### config.mk
export PLATFORM = sky130hd
export DESIGN_NAME = dgio_top
export DESIGN_NICKNAME = d
export VERILOG_FILES = /design/src/dgio_pkg.sv /design/src/dgio_edge.sv /design/src/dgio_route.sv /design/src/dgio_top.sv
export SDC_FILE = /design/constraint.sdc
export NUM_CORES = 1
export LEC_CHECK = 0
export BUFFER_PORTS_ARGS = -buffer_cell sky130_fd_sc_hd__buf_4
export CORE_UTILIZATION = 30
export CTS_CLUSTER_SIZE = 20
export DETAILED_ROUTE_END_ITERATION = 10
export PLACE_DENSITY_LB_ADDON = 0.15
export SLEW_MARGIN = 20
export SYNTH_ARGS = -nofsm -noshare
export SYNTH_HDL_FRONTEND = slang
export SYNTH_SLANG_ARGS = --single-unit
### constraint.sdc
create_clock -name MCLK_IN -period 2.55 [get_ports MCLK_IN]
set_input_delay 0.1275 -clock MCLK_IN [delete_from_list [all_inputs] [get_ports MCLK_IN]]
set_output_delay 0.1275 -clock MCLK_IN [all_outputs]
set_load 0.02 [all_outputs]
### src/dgio_pkg.sv
package dgio_pkg;
	// ============================================================
	// Special function register addresses.
	localparam logic [7:0] PORT0_DATA_ADDR      = 8'h80;
	localparam logic [7:0] PORT1_DATA_ADDR      = 8'h90;
	localparam logic [7:0] PORT1_DIRECTION_ADDR = 8'h91;
	localparam logic [7:0] PORT2_DATA_ADDR      = 8'hA0;
	localparam logic [7:0] PORT2_DIRECTION_ADDR = 8'hA1;
	localparam logic [7:0] PORT0_DIRECTION_ADDR = 8'hA2;
	// ============================================================
	// Configuration RAM addresses.
	localparam logic [15:0] SPECIAL_CTRL_ADDR   = 16'h2008;
	localparam logic [15:0] SELECT_BASE_ADDR    = 16'h2009;
	localparam logic [15:0] SELECT_LAST_ADDR    = 16'h200E;
	localparam logic [15:0] LCD_COUNT_ADDR      = 16'h2020;
	// ============================================================
	// Field positions and widths.
	localparam int STROBE_ENABLE_BIT  = 2;
	localparam int FAULT_ENABLE_BIT   = 3;
	localparam int EEPROM_ENABLE_BIT  = 4;
	localparam int LCD_COUNT_WIDTH    = 5;
	localparam int SELECT_WIDTH       = 3;
	localparam int SELECT_HI_LSB      = 4;
	localparam int STROBE_PIN         = 6;
	localparam int FAULT_PIN          = 7;
	localparam int EEPROM_CLK_PIN     = 4;
	localparam int EEPROM_DATA_PIN    = 5;
	// ============================================================
	// Reset values.
	localparam logic [7:0] DIRECTION_RESET   = 8'h00;
	localparam logic [7:0] DATA_RESET        = 8'hFF;
	localparam logic [7:0] CONFIG_RESET      = 8'h00;
	// ============================================================
	// Resource selector codes.
	typedef enum logic [2:0] {
		DGIO_SEL_NONE     = 3'h0,
		DGIO_SEL_RESERVED = 3'h1,
		DGIO_SEL_TIMER0   = 3'h2,
		DGIO_SEL_TIMER1   = 3'h3,
		DGIO_SEL_HI_RISE  = 3'h4,
		DGIO_SEL_LO_RISE  = 3'h5,
		DGIO_SEL_HI_FALL  = 3'h6,
		DGIO_SEL_LO_FALL  = 3'h7
	} dgio_sel_t;
endpackage : dgio_pkg

### src/dgio_edge.sv
`timescale 1ns/1ps
module dgio_edge (
	input  wire logic clk_in,
	input  wire logic rst_n_in,
	input  wire logic ce_in,
	input  wire logic rise_in,
	input  wire logic fall_in,
	input  wire logic ack_in,
	output logic      flag_out
);
	logic rise_q, fall_q, flag_q;

	always_ff @(posedge clk_in) begin
		if (!rst_n_in) begin
			rise_q <= 1'b0;
			fall_q <= 1'b0;
		end else if (ce_in) begin
			rise_q <= rise_in;
			fall_q <= fall_in;
		end
	end

	// A new edge in the acknowledge cycle keeps the flag set.
	always_ff @(posedge clk_in) begin
		if (!rst_n_in) begin
			flag_q <= 1'b0;
		end else if (ce_in) begin
			if ((rise_in && !rise_q) || (!fall_in && fall_q)) begin
				flag_q <= 1'b1;
			end else if (ack_in) begin
				flag_q <= 1'b0;
			end
		end
	end

	assign flag_out = flag_q;
endmodule : dgio_edge

### src/dgio_route.sv
`timescale 1ns/1ps
module dgio_route
	import dgio_pkg::*;
#(
	parameter int ROUTED_PINS = 12
) (
	input  wire logic [ROUTED_PINS-1:0]              level_in,
	input  wire logic [ROUTED_PINS*SELECT_WIDTH-1:0] select_in,
	output logic                                     timer0_out,
	output logic                                     timer1_out,
	output logic                                     hi_rise_out,
	output logic                                     lo_rise_out,
	output logic                                     hi_fall_out,
	output logic                                     lo_fall_out
);
	logic [ROUTED_PINS-1:0] t0_v, t1_v, hr_v, lr_v, hf_v, lf_v;

	// Each pin raises its lane only for its own code; lanes are ORed per resource.
	for (genvar i = 0; i < ROUTED_PINS; i++) begin : g_pin
		logic [SELECT_WIDTH-1:0] s;
		assign s = select_in[i*SELECT_WIDTH +: SELECT_WIDTH];
		assign t0_v[i] = level_in[i] && (s == DGIO_SEL_TIMER0);
		assign t1_v[i] = level_in[i] && (s == DGIO_SEL_TIMER1);
		assign hr_v[i] = level_in[i] && (s == DGIO_SEL_HI_RISE);
		assign lr_v[i] = level_in[i] && (s == DGIO_SEL_LO_RISE);
		assign hf_v[i] = level_in[i] && (s == DGIO_SEL_HI_FALL);
		assign lf_v[i] = level_in[i] && (s == DGIO_SEL_LO_FALL);
	end

	assign timer0_out  = |t0_v;
	assign timer1_out  = |t1_v;
	assign hi_rise_out = |hr_v;
	assign lo_rise_out = |lr_v;
	assign hi_fall_out = |hf_v;
	assign lo_fall_out = |lf_v;
endmodule : dgio_route

### src/dgio_top.sv
`timescale 1ns/1ps
module dgio_top
	import dgio_pkg::*;
#(
	parameter int PIN_COUNT    = 22,
	parameter int SHARED_PINS  = 18,
	parameter int ROUTED_PINS  = 12
) (
	input  wire logic                  MCLK_IN,
	input  wire logic                  RESET_N_IN,
	input  wire logic                  CLK_EN_IN,
	// Special function register port.
	input  wire logic [7:0]            SFR_ADDR_IN,
	input  wire logic [7:0]            SFR_WDATA_IN,
	input  wire logic                  SFR_WR_IN,
	input  wire logic                  SFR_RD_IN,
	output logic [7:0]                 SFR_RDATA_OUT,
	// Configuration RAM port.
	input  wire logic [15:0]           CFG_ADDR_IN,
	input  wire logic [7:0]            CFG_WDATA_IN,
	input  wire logic                  CFG_WR_IN,
	input  wire logic                  CFG_RD_IN,
	output logic [7:0]                 CFG_RDATA_OUT,
	// Pins.
	input  wire logic [PIN_COUNT-1:0]  PIN_IN,
	output logic [PIN_COUNT-1:0]       PIN_OUT,
	output logic [PIN_COUNT-1:0]       PIN_OE_N_OUT,
	output logic [SHARED_PINS-1:0]     LCD_SEGMENT_MODE_OUT,
	// Computation engine and EEPROM interface.
	input  wire logic                  CE_STROBE_IN,
	input  wire logic                  CE_FAULT_PULSE_IN,
	input  wire logic                  EE_CLK_IN,
	input  wire logic                  EE_DATA_IN,
	input  wire logic                  EE_DATA_OE_IN,
	output logic                       EE_DATA_OUT,
	// Timers and interrupt logic.
	output logic                       TIMER0_COUNT_INPUT_OUT,
	output logic                       TIMER1_COUNT_INPUT_OUT,
	input  wire logic                  HIGH_IRQ_ACK_IN,
	input  wire logic                  LOW_IRQ_ACK_IN,
	output logic                       HIGH_PRIORITY_PIN_IRQ_OUT,
	output logic                       LOW_PRIORITY_PIN_IRQ_OUT
);
	import dgio_pkg::*;

	localparam int SEL_REGS = 6;

	initial begin
		if (PIN_COUNT != 22 || SHARED_PINS > PIN_COUNT || ROUTED_PINS > 12 ||
				ROUTED_PINS < 8) begin
			$error("dgio_top: unsupported pin parameters");
		end
	end

	// ============================================================
	// Register state.
	logic [7:0]                      port0_data_q, port1_data_q, port2_data_q;
	logic [7:0]                      port0_direction_q, port1_direction_q, port2_direction_q;
	logic [7:0]                      special_ctrl_q;
	logic [LCD_COUNT_WIDTH-1:0]      lcd_segment_pin_count_q;
	logic [7:0]                      select_q [SEL_REGS];
	logic [7:0]                      sfr_rdata_q, cfg_rdata_q;

	logic [PIN_COUNT-1:0]            pin_direction_bit, out_latch, general_pin;
	logic [PIN_COUNT-1:0]            lcd_owned;
	logic [ROUTED_PINS*SELECT_WIDTH-1:0] pin_resource_select;
	logic                            strobe_pulse_enable, fault_pulse_enable;
	logic                            eeprom_pins_enable;

	assign pin_direction_bit = {port2_direction_q[5:0], port1_direction_q, port0_direction_q};
	assign out_latch = {port2_data_q[5:0], port1_data_q, port0_data_q};
	assign strobe_pulse_enable = special_ctrl_q[STROBE_ENABLE_BIT];
	assign fault_pulse_enable  = special_ctrl_q[FAULT_ENABLE_BIT];
	assign eeprom_pins_enable  = special_ctrl_q[EEPROM_ENABLE_BIT];

	// ============================================================
	// SFR writes; direction resets to input.
	always_ff @(posedge MCLK_IN) begin
		if (!RESET_N_IN) begin
			port0_direction_q <= DIRECTION_RESET;
			port1_direction_q <= DIRECTION_RESET;
			port2_direction_q <= DIRECTION_RESET;
		end else if (CLK_EN_IN && SFR_WR_IN) begin
			case (SFR_ADDR_IN)
				PORT0_DIRECTION_ADDR: port0_direction_q <= SFR_WDATA_IN;
				PORT1_DIRECTION_ADDR: port1_direction_q <= SFR_WDATA_IN;
				PORT2_DIRECTION_ADDR: port2_direction_q <= {2'b00, SFR_WDATA_IN[5:0]};
				default: ;
			endcase
		end
	end

	// Writes to a data register only touch the output latch.
	always_ff @(posedge MCLK_IN) begin
		if (!RESET_N_IN) begin
			port0_data_q <= DATA_RESET;
			port1_data_q <= DATA_RESET;
			port2_data_q <= {2'b00, DATA_RESET[5:0]};
		end else if (CLK_EN_IN && SFR_WR_IN) begin
			case (SFR_ADDR_IN)
				PORT0_DATA_ADDR: port0_data_q <= SFR_WDATA_IN;
				PORT1_DATA_ADDR: port1_data_q <= SFR_WDATA_IN;
				PORT2_DATA_ADDR: port2_data_q <= {2'b00, SFR_WDATA_IN[5:0]};
				default: ;
			endcase
		end
	end

	// Data reads mix pin levels of inputs with latch values of outputs.
	logic [PIN_COUNT-1:0] read_view;
	assign read_view = (pin_direction_bit & out_latch) | (~pin_direction_bit & PIN_IN);

	always_ff @(posedge MCLK_IN) begin
		if (!RESET_N_IN) begin
			sfr_rdata_q <= 8'h00;
		end else if (CLK_EN_IN && SFR_RD_IN) begin
			case (SFR_ADDR_IN)
				PORT0_DATA_ADDR:      sfr_rdata_q <= read_view[7:0];
				PORT1_DATA_ADDR:      sfr_rdata_q <= read_view[15:8];
				PORT2_DATA_ADDR:      sfr_rdata_q <= {2'b00, read_view[21:16]};
				PORT0_DIRECTION_ADDR: sfr_rdata_q <= port0_direction_q;
				PORT1_DIRECTION_ADDR: sfr_rdata_q <= port1_direction_q;
				PORT2_DIRECTION_ADDR: sfr_rdata_q <= port2_direction_q;
				default:              sfr_rdata_q <= 8'h00;
			endcase
		end
	end
	assign SFR_RDATA_OUT = sfr_rdata_q;

	// ============================================================
	// Configuration RAM registers.
	always_ff @(posedge MCLK_IN) begin
		if (!RESET_N_IN) begin
			special_ctrl_q <= CONFIG_RESET;
			lcd_segment_pin_count_q <= CONFIG_RESET[LCD_COUNT_WIDTH-1:0];
		end else if (CLK_EN_IN && CFG_WR_IN) begin
			if (CFG_ADDR_IN == SPECIAL_CTRL_ADDR) begin
				special_ctrl_q <= CFG_WDATA_IN;
			end
			if (CFG_ADDR_IN == LCD_COUNT_ADDR) begin
				lcd_segment_pin_count_q <= CFG_WDATA_IN[LCD_COUNT_WIDTH-1:0];
			end
		end
	end

	// Selector bytes each hold two 3-bit fields at bits 2:0 and 6:4.
	for (genvar r = 0; r < SEL_REGS; r++) begin : g_sel
		always_ff @(posedge MCLK_IN) begin
			if (!RESET_N_IN) begin
				select_q[r] <= CONFIG_RESET;
			end else if (CLK_EN_IN && CFG_WR_IN &&
					CFG_ADDR_IN == SELECT_BASE_ADDR + 16'(r)) begin
				select_q[r] <= CFG_WDATA_IN & 8'h77;
			end
		end
	end

	// Only the low pins get a selector; the rest stay unrouted.
	for (genvar p = 0; p < ROUTED_PINS; p++) begin : g_pack
		assign pin_resource_select[p*SELECT_WIDTH +: SELECT_WIDTH] =
			select_q[p/2][(p%2)*SELECT_HI_LSB +: SELECT_WIDTH];
	end

	logic cfg_sel_hit;
	assign cfg_sel_hit = CFG_ADDR_IN >= SELECT_BASE_ADDR && CFG_ADDR_IN <= SELECT_LAST_ADDR;

	always_ff @(posedge MCLK_IN) begin
		if (!RESET_N_IN) begin
			cfg_rdata_q <= 8'h00;
		end else if (CLK_EN_IN && CFG_RD_IN) begin
			if (CFG_ADDR_IN == SPECIAL_CTRL_ADDR) begin
				cfg_rdata_q <= special_ctrl_q;
			end else if (CFG_ADDR_IN == LCD_COUNT_ADDR) begin
				cfg_rdata_q <= {3'b000, lcd_segment_pin_count_q};
			end else if (cfg_sel_hit) begin
				cfg_rdata_q <= select_q[3'(CFG_ADDR_IN - SELECT_BASE_ADDR)];
			end else begin
				cfg_rdata_q <= 8'h00;
			end
		end
	end
	assign CFG_RDATA_OUT = cfg_rdata_q;

	// ============================================================
	// LCD sharing: count N hands the top N shared pins to the LCD.
	for (genvar k = 0; k < PIN_COUNT; k++) begin : g_lcd
		if (k >= PIN_COUNT - SHARED_PINS) begin : g_shared
			assign lcd_owned[k] = 32'(lcd_segment_pin_count_q) > (PIN_COUNT - 1 - k);
		end else begin : g_fixed
			assign lcd_owned[k] = 1'b0;
		end
	end
	assign LCD_SEGMENT_MODE_OUT = lcd_owned[PIN_COUNT-1 -: SHARED_PINS];

	// ============================================================
	// Pin drivers with special-function overrides.
	logic [PIN_COUNT-1:0] drive_val, drive_en;
	always_comb begin
		drive_val = out_latch;
		drive_en  = pin_direction_bit & ~lcd_owned;
		if (strobe_pulse_enable && pin_direction_bit[STROBE_PIN]) begin
			drive_val[STROBE_PIN] = CE_STROBE_IN;
		end
		if (fault_pulse_enable && pin_direction_bit[FAULT_PIN]) begin
			drive_val[FAULT_PIN] = CE_FAULT_PULSE_IN;
		end
		if (eeprom_pins_enable) begin
			drive_val[EEPROM_CLK_PIN]  = EE_CLK_IN;
			drive_en[EEPROM_CLK_PIN]   = !lcd_owned[EEPROM_CLK_PIN];
			drive_val[EEPROM_DATA_PIN] = EE_DATA_IN;
			drive_en[EEPROM_DATA_PIN]  = EE_DATA_OE_IN && !lcd_owned[EEPROM_DATA_PIN];
		end
	end
	assign PIN_OUT      = drive_val;
	assign PIN_OE_N_OUT = ~drive_en;
	assign EE_DATA_OUT  = PIN_IN[EEPROM_DATA_PIN];

	// ============================================================
	// Resource routing watches the pin level whether input or output.
	assign general_pin = PIN_IN & ~lcd_owned;

	logic hi_rise, lo_rise, hi_fall, lo_fall;
	dgio_route #(
		.ROUTED_PINS (ROUTED_PINS)
	) u_route (
		.level_in    (general_pin[ROUTED_PINS-1:0]),
		.select_in   (pin_resource_select),
		.timer0_out  (TIMER0_COUNT_INPUT_OUT),
		.timer1_out  (TIMER1_COUNT_INPUT_OUT),
		.hi_rise_out (hi_rise),
		.lo_rise_out (lo_rise),
		.hi_fall_out (hi_fall),
		.lo_fall_out (lo_fall)
	);

	// A falling lane ORs pin highs, so a falling edge is seen on that OR.
	dgio_edge u_high_irq (
		.clk_in   (MCLK_IN),
		.rst_n_in (RESET_N_IN),
		.ce_in    (CLK_EN_IN),
		.rise_in  (hi_rise),
		.fall_in  (hi_fall),
		.ack_in   (HIGH_IRQ_ACK_IN),
		.flag_out (HIGH_PRIORITY_PIN_IRQ_OUT)
	);

	dgio_edge u_low_irq (
		.clk_in   (MCLK_IN),
		.rst_n_in (RESET_N_IN),
		.ce_in    (CLK_EN_IN),
		.rise_in  (lo_rise),
		.fall_in  (lo_fall),
		.ack_in   (LOW_IRQ_ACK_IN),
		.flag_out (LOW_PRIORITY_PIN_IRQ_OUT)
	);
endmodule : dgio_top

==> results.cfg, run 1 <==
[sta]
period_needed_ns = 2.484
skew_ns = 0.01012
fmax_mhz = 402.5
worst_slew_pin_slew_ns = 0.6399
timing_hold_violations_final = 0
slew_violations = 0
rsz0062_at_grt = false
finalCritPeriodShare_pct = 97.43
hold_slack_ns = 0.03219
final.setup.tns_ns = 0
setup_viol = 0
maxSlewHeadroom_pct = 57.34

[finish]
fillers = 2209
area_growth_pct = 34.04
num-nets-final = 997
fin_util_pct = 41.37
fin_cells = 1209
drive_above_1_share_pct = 28.09
num_antenna_cells = 0

[setup_path]
r2r_end = u_low_irq.flag_out
r2r_start = lcd_segment_pin_count_q[1]
reg2reg_slack_ns = 0.53
slowest_stage = or4_1
cp_top_family = simple AND/OR/NAND/NOR gates
cp_num_buf_inv = 1
worst_path_most_repeated_cell = or4_1
worst_setup_path_end_kind = output pin
arrival_ns = 2.36
r2r_cells = 7
path_cells = nand2_1 > nor3_1 > or4_1 > a21oi_2 > o21ai_1 > or4_1 > buf_4
cpPeakStageDelay_ns = 0.56
cp_data_required_time_ns = 2.42
worst-setup-path-type = reg2out
path_max_fanout = 2
start_kind = flip-flop

[synthesis]
ys_ff_latch = 115
syn_area_per_cell_um2 = 9.147
synth_top_area_share_pct = 23.33
syn_area_mm2 = 0.006778
async_flop_share_pct = 0
synth_area_leaders = dfxtp_1 23%, edfxtp_1 16%, mux2i_1 8.0%, nand2_1 5.5%, o21ai_0 3.8%
syn-num-nets = 822
synthCells = 741
yosysUniqueCellTypes = 78
ys_warn_count = 0
yosys.area.top_type = dfxtp_1
synth.yosys.seq_area_share_pct = 39.28
synth_ff_type = dfxtp_1
synth-edff-count = 36

[power_and_ir_drop]
ir_drop_mv = 0.3517
p_total_mw = 5.142
powerDensity_mw_per_mm2 = 566.0
p_leak_nw = 3.892

[global_route]
top_usage_layer = met2
grt_pass1_wl_mm = 36.39
grt_pass1_vias = 6135
use_met3_pct = 4.494
gr-usage-all-layers_pct = 20.68
use_met1_pct = 27.86
grt_max_degree = 69
use_met2_pct = 32.02
grt_antenna_before_repair = 0
grt-ovfl-total = 0

[clock_tree]
path_clk_slew_ns = 0.06
clockRootBuffer = clkbuf_16
ctsHtreeMaxLevel = 4
worstSkewPairLatency_ns = 0.42
cts_sinks = 115
numCtsBuffers = 17
cts_tree = yes
ctsLongestPathBuffers = 2

[place]
place_inst = 1156
gp_routability_congestion = 0.8753
io_buffer_count = 158
place_hpwl_mm = 18.06

[flow_run]
drv_cap = 0

[drt]
drtPass1Iterations = 8
wl_per_cell_um = 19.67
drc_errors = 16
dr_total_vias = 6391
final_antenna_net_count = 0
routed_wl_mm = 23.78
via_per_inst = 5.286
drt_iter0_drc = 451

[worst_hold_path]
hold_class = in2reg
hp-start = CFG_WDATA_IN[6]
hold_path_end = special_ctrl_q[6]
min_delay_path_depth = 3

[floorplan]
start_util_pct = 30.87
die_h_um = 152.3
dieArea_mm2 = 0.02320
rows = 54
io_pins = 159
die_w_um = 152.3
core-area_mm2 = 0.02196

[status]
violations = design-rule violations
status = finished, violations left
-- per-layer routing --
layer | vias up | share of wire (%)
met5 | - | 0
met4 | 0 | 3.0
met3 | 48 | 7.0
met2 | 282 | 44
met1 | 2992 | 46
li1 | 3069 | -
-- worst reg2reg max path: cells and delay by family, from the launching register on --
| kind | cells | cell delay [ns] |
|---|---|---|
| DFF | 1 | 0.39 |
| and+or+nand+nor | 3 | 0.61 |
| AOI/OAI and AO/OA | 3 | 0.78 |
| buffers and inverters | 1 | 0.18 |
-- power by group --
group | total [mW] | switching (mW) | leakage, nW | internal [mW]
clock network | 2.57 | 0.896 | 0.312 | 1.67
logic | 0.580 | 0.320 | 2.60 | 0.260
registers | 1.99 | 0.0583 | 0.985 | 1.94
-- repair_timing --
item,in CTS,in global routing
hold buffers,10,0
setup endpoints to repair,2,1
cloned,0,0
setup buffers,0,11
pin swaps,0,1
gates resized for setup,4,4
endpoints found under the hold margin,29,0
-- final cells by class --
cell class	instances	area, µm²	area share, %
sequential	115	2671	29.40
multi-input combinational	554	3804	41.87
clock buffer	23	531.8	5.853
clock inverter	9	111.4	1.226
inverter	32	120.1	1.322
timing repair buffer	196	1496	16.47
tap	280	350.3	3.856
-- kinds of logic (layout without fill, tap and decap cells) --
kind of cell	after synthesis	after routing	synth area share, %
simple gates	331	331	29.63
compound gates	154	154	15.06
flops	115	115	39.28
buf+inv	72	260	4.726
mux	63	63	10.13
fa+ha+maj	5	5	0.9230
xor+xnor	1	1	0.2401
-- metrics by stage --
stage	area, µm²	setup slack (ns)
2_1_floorplan	6778	0.5718
3_3_place_gp	8242	0.2969
3_5_place_dp	8242	0.2691
4_1_cts	8994	0.02029
5_1_grt	9085	0.004655
6_report	9085	0.06553
-- how the worst max path moves through the flow --
stage | depth (start not counted) | endpoint | startpoint
3_3_place_gp | 5 | TIMER1_COUNT_INPUT_OUT | lcd_segment_pin_count_q[1]
5_1_grt | 6 | TIMER0_COUNT_INPUT_OUT | select_q[1][1]
3_5_place_dp | 7 | CFG_RDATA_OUT[0] | CFG_ADDR_IN[0]
6_report | 7 | TIMER0_COUNT_INPUT_OUT | select_q[0][1]
2_1_floorplan | 8 | CFG_RDATA_OUT[0] | CFG_ADDR_IN[0]
4_1_cts | 7 | TIMER0_COUNT_INPUT_OUT | select_q[0][1]
-- synth_stat cells, drive strengths merged, types with 2 or more instances --
master,count
inv,32
or3,4
nand3b,6
a21oi,30
nor4,8
nor3,12
a311oi,2
or4,3
and2,41
o211a,3
nand4b,16
mux4,4
edfxtp,36
or2,2
nand4,17
o221ai,2
o311ai,3
o32ai,2
dfxtp,79
nor2b,29
a21boi,9
o211ai,5
and3,10
nor2,21
mux2i,54
nor3b,2
o21ai,54
nand3,25
o31ai,5
a21o,9
buf,20
o21a,2
a221oi,11
nand2,101
a32o,2
nor4b,5
a31oi,5
clkbuf,20
nor4bb,10
nand2b,14
mux2,5
ha,5
-- cell usage in the layout (no fill, tap or decap), drive strengths merged, types with 21 or more instances in the layout --
master,netlist,routed
clkbuf,20,23
nor2b,29,29
inv,32,34
edfxtp,36,36
nand2,101,101
nand3,25,25
a21oi,30,30
dfxtp,79,79
and2,41,41
nor2,21,21
buf,20,186
o21ai,54,54
mux2i,54,54
-- sequential cells by signal (all words and copies together), names as in the netlist, 5 cells and up --
signal                   flops
port1_data_q                 8
select_q                    36
CFG_RDATA_OUT                8
special_ctrl_q               8
port2_direction_q            6
SFR_RDATA_OUT                8
lcd_segment_pin_count_q      5
port0_direction_q            8
port1_direction_q            8
port2_data_q                 6
port0_data_q                 8
(Power assumes the default switching activity.)
==> run 2: changes to the inputs <==
- BUFFER_PORTS_ARGS: -buffer_cell sky130_fd_sc_hd__buf_4 -> not set
- DONT_BUFFER_PORTS: not set -> 1
- clock period: 2.55 -> 2.8 ns (I/O delays scaled with it)
==> results.cfg, run 2 (synthesis gave the netlist of run 1 again) <==
[place]
place_hpwl_mm = 17.83
gp_routability_congestion = 0.8643
io_buffer_count = 0
place_inst = 990

[finish]
num-nets-final = 837
final_cell_mix = 100 x nand2_1, 77 x dfxtp_1, 54 x mux2i_1
fillers = 2187
regMostFlops = select_q
fin_util_pct = 36.02
area_growth_pct = 16.69
drive_above_1_share_pct = 10.66
fin_cells = 1050
mostFrequentLayoutCell = nand2_1
largest_reg_flops = 36

[floorplan]
die_w_um = 152.3
dieArea_mm2 = 0.02320
rows = 54
start_util_pct = 30.87
die_h_um = 152.3
io_pins = 159
core-area_mm2 = 0.02196

[setup_path]
arrival_ns = 2.52
r2r_cells = 6
slowest_stage = or4_1
reg2reg_slack_ns = 0.51
worstSetupStartpoint = lcd_segment_pin_count_q[1]
r2r_end = u_low_irq.flag_out
start_kind = flip-flop
crit_path_end = TIMER0_COUNT_INPUT_OUT
cp_data_required_time_ns = 2.66
cpPeakStageDelay_ns = 0.68
path_max_fanout = 13
r2r_start = lcd_segment_pin_count_q[1]
path_cells = nand2_1 > a21o_1 > nand4b_1 > o22ai_1 > or4_1
worst_setup_path_end_kind = output pin
worst-setup-path-type = reg2out

[clock_tree]
ctsLongestPathBuffers = 2
ctsHtreeMaxLevel = 4
cts_setup_buffers = 0
worstSkewPairLatency_ns = 0.42
numCtsBuffers = 17
cts_tree = yes
cts_sinks = 115
path_clk_slew_ns = 0.06
clockRootBuffer = clkbuf_16

[sta]
timing_hold_violations_final = 0
final.setup.tns_ns = 0
skew_ns = 0.01131
slew_violations = 0
fmax_mhz = 376.4
period_needed_ns = 2.657
rsz0062_at_grt = false
finalCritPeriodShare_pct = 94.89
maxSlewHeadroom_pct = 40.12
worst_slew_pin_slew_ns = 0.8888
setup_viol = 0

[drt]
wl_per_cell_um = 22.92
drtPass1Iterations = 11
final_antenna_net_count = 0
dr_total_vias = 5861
routed_wl_mm = 24.07
via_per_inst = 5.582
drt_iter0_drc = 436
drc_errors = 16

[global_route]
grt_antenna_before_repair = 2
grt-ovfl-total = 0
grt_max_degree = 83
grt_pass1_wl_mm = 36.33
gr-usage-all-layers_pct = 20.95
grt_pass1_vias = 5897

[worst_hold_path]
hold_class = in2reg

[flow_run]
drv_cap = 0

[status]
violations = design-rule violations
status = finished, violations left

[power_and_ir_drop]
ir_drop_mv = 0.3294
p_leak_nw = 3.123
powerDensity_mw_per_mm2 = 562.7
## run 2: cell count changes in the layout (fill, tap and decap cells not counted), moves of 2 or more
cell,previous run,this run
inv_6,2,4
clkbuf_16,20,18
dlygate4sd3_1,10,26
clkinv_4,1,3
dfxtp_2,4,2
clkinvlp_4,2,0
buf_4,186,9
dfxtp_1,74,77
## run 2: through the flow
step | hold WS [ns] | power (mW) | worst slack, ns | cell area [µm²]
finish | 0.01185 | 4.450 | 0.1430 | 7909
global route | 0.006996 | 4.599 | 0.01702 | 7909
CTS | 0.001961 | 4.500 | 0.1140 | 7900
detailed placement | 0.2307 | 2.147 | 0.4504 | 6995
global placement | 0.2349 | 2.145 | 0.5451 | 6995
floorplan | 0.2651 | 2.087 | 0.8093 | 6778
## run 2: cell type report
class,count,area [µm²],area share (%)
Inverter,32,120.1,1.519
Clock inverter,12,137.6,1.740
Tap cell,280,350.3,4.430
Clock buffer,20,478.0,6.043
Multi-Input combinational cell,554,3800,48.05
Sequential cell,115,2665,33.70
Timing Repair Buffer,36,355.3,4.493
Antenna cell,1,2.502,0.03164
## run 2: how the worst min path moves through the flow
| stage | endpoint | startpoint | cells past startpoint | slack [ns] |
|---|---|---|---|---|
| 2_1_floorplan | port0_data_q[0] | SFR_WDATA_IN[0] | 2 | 0.27 |
| 3_3_place_gp | port0_data_q[7] | RESET_N_IN | 1 | 0.23 |
| 3_5_place_dp | port0_data_q[6] | RESET_N_IN | 1 | 0.23 |
| 4_1_cts | u_low_irq.flag_out | RESET_N_IN | 2 | 0.002 |
| 5_1_grt | u_low_irq.flag_out | RESET_N_IN | 2 | 0.007 |
| 6_report | u_low_irq.flag_out | RESET_N_IN | 2 | 0.01 |
## run 2: layer usage
metal / vias to the layer above / routed length, µm / track usage (%)
met5: - / 0 / 0
met3: 33 / 1935 / 5.859
met4: 0 / 544 / 8.552
li1: 2749 / - / -
met1: 2835 / 10160 / 25.73
met2: 244 / 11430 / 34.50
## run 2: critical path: cells and delay by family, from the launching register on
kind             cells  cell delay [ns]
AND/OR/NAND/NOR      3             1.08
flip-flops           1             0.63
AO/OA/AOI/OAI        2             0.38
## run 2: repair_timing
| action | CTS | global route |
|---|---|---|
| resized for setup | 1 | 2 |
| endpoints found under the setup margin | 1 | 1 |
| hold buffers | 27 | 0 |
| endpoints found under the hold margin | 115 | 0 |
## run 2: where the power goes
part | total (mW) | switching (mW) | leakage, nW | internal (mW)
registers | 1.85 | 0.0882 | 0.983 | 1.76
logic | 0.337 | 0.191 | 1.83 | 0.146
clock network | 2.26 | 0.838 | 0.307 | 1.42
==> run 3: changes to the inputs <==
- PLACE_DENSITY: not set -> 0.54
- PLACE_DENSITY_LB_ADDON: 0.15 -> not set
- clock period: 2.8 -> 3.1 ns (I/O delays scaled with it)
==> results.cfg, run 3 (synthesis gave the netlist of run 1 again) <==
[power_and_ir_drop]
ir_drop_mv = 0.2004
p_leak_nw = 3.121
powerDensity_mw_per_mm2 = 487.5

[sta]
fmax_mhz = 362.8
skew_ns = 0.009519
final.setup.tns_ns = 0
slew_violations = 0
worst_slew_pin_slew_ns = 0.8974
setup_viol = 0
maxSlewHeadroom_pct = 39.36
rsz0062_at_grt = false
timing_hold_violations_final = 0
finalCritPeriodShare_pct = 88.91
period_needed_ns = 2.756

[global_route]
grt_max_degree = 83
grt_pass1_vias = 5578
gr-usage-all-layers_pct = 19.91
grt_antenna_before_repair = 1
grt_pass1_wl_mm = 34.40
grt-ovfl-total = 0

[floorplan]
dieArea_mm2 = 0.02320
core-area_mm2 = 0.02196
start_util_pct = 30.87
io_pins = 159
die_h_um = 152.3
die_w_um = 152.3
rows = 54

[place]
place_hpwl_mm = 16.96
gp_routability_congestion = 0.8952
place_inst = 986
io_buffer_count = 0

[worst_hold_path]
hold_path_end = CFG_RDATA_OUT[7]
hp-start = CFG_ADDR_IN[2]
min_delay_path_depth = 3
hold_class = in2reg

[setup_path]
r2r_start = lcd_segment_pin_count_q[2]
cp_top_family = simple AND/OR/NAND/NOR gates
reg2reg_slack_ns = 0.34
path_max_fanout = 16
worst_setup_path_end_kind = flip-flop
worst-setup-path-type = reg2reg
slowest_stage = dfxtp_1
r2r_end = u_low_irq.rise_q
cp_data_required_time_ns = 3.40
arrival_ns = 3.05
start_kind = flip-flop
cpPeakStageDelay_ns = 0.68
r2r_cells = 7
path_cells = a41oi_1 > and3_1 > nand3b_1 > o311ai_0 > nor4_1 > a21oi_1 > dlygate4sd3_1
cp_num_buf_inv = 1

[drt]
drtPass1Iterations = 8
routed_wl_mm = 22.88
wl_per_cell_um = 21.67
final_antenna_net_count = 0
drc_errors = 21
dr_total_vias = 5897
via_per_inst = 5.584
drt_iter0_drc = 455

[finish]
largest_reg_flops = 36
drive_above_1_share_pct = 9.032
mostFrequentLayoutCell = nand2_1
area_growth_pct = 16.97
fin_cells = 1056
final_cell_mix = 100 x nand2_1, 79 x dfxtp_1, 54 x mux2i_1
regMostFlops = select_q
fin_util_pct = 36.10
num-nets-final = 843

[clock_tree]
cts_tree = yes
worstSkewPairLatency_ns = 0.42
ctsLongestPathBuffers = 2
clockRootBuffer = clkbuf_16
cts_sinks = 115
ctsHtreeMaxLevel = 4
numCtsBuffers = 17
cts_setup_buffers = 0
path_clk_slew_ns = 0.05

[status]
violations = design-rule violations
status = finished, violations left

[flow_run]
drv_cap = 0
==> run 3: layout make-up <==
cell class,count,area (µm²)
repair buffers,42,425.4
inverters,32,120.1
well taps,280,350.3
diodes,1,2.502
multi-input cells,554,3795
fillers,2190,14030
clock buffers,28,526.8
flip-flops and latches,115,2663
clock inverters,4,45.04
==> run 3: per-layer routing <==
layer | wire length (µm) | track usage, % | vias to the layer above
li1 | - | - | 2760
met1 | 9790 | 24.70 | 2872
met2 | 10780 | 32.57 | 239
met3 | 1896 | 6.115 | 26
met4 | 416 | 6.997 | 0
met5 | 0 | 0 | -
==> run 3: worst max-delay path by stage <==
stage | from | to | slack (ns) | cells after the start
after floorplan | CFG_ADDR_IN[0] | CFG_RDATA_OUT[0] | 1.09 | 8
after global placement | CFG_ADDR_IN[10] | select_q[3][3] | 0.83 | 4
after detailed placement | CFG_ADDR_IN[10] | select_q[3][4] | 0.77 | 4
after CTS | lcd_segment_pin_count_q[2] | TIMER0_COUNT_INPUT_OUT | 0.35 | 6
after global routing | lcd_segment_pin_count_q[2] | TIMER0_COUNT_INPUT_OUT | 0.18 | 6
final | lcd_segment_pin_count_q[2] | u_low_irq.rise_q | 0.34 | 7
==> run 3: worst register-to-register path, stage by stage (launching register included) <==
cell	delay [ns]
dfxtp_1	0.68
a41oi_1	0.36
and3_1	0.32
nand3b_1	0.08
o311ai_0	0.13
nor4_1	0.38
a21oi_1	0.12
dlygate4sd3_1	0.57
==> run 3: power by group <==
part	switching [mW]	total [mW]	internal (mW)
combinational	0.171	0.305	0.134
clock	0.667	1.89	1.23
sequential	0.0716	1.67	1.60
==> run 3: through the flow <==
| step | hold slack [ns] | total power, mW | instance area [µm²] | setup WS [ns] |
|---|---|---|---|---|
| after floorplan | 0.2801 | 1.885 | 6778 | 1.094 |
| after global placement | 0.2557 | 1.928 | 6965 | 0.8334 |
| after detailed placement | 0.2582 | 1.927 | 6965 | 0.7699 |
| after CTS | 0.01711 | 3.886 | 7925 | 0.3535 |
| after global routing | 0.04825 | 3.985 | 7928 | 0.1825 |
| final | 0.02921 | 3.865 | 7928 | 0.3439 |
==> run 3: what timing repair did <==
item,CTS,global route
hold buffers,37,0
hold endpoints to repair,115,0
gates resized for setup,0,0
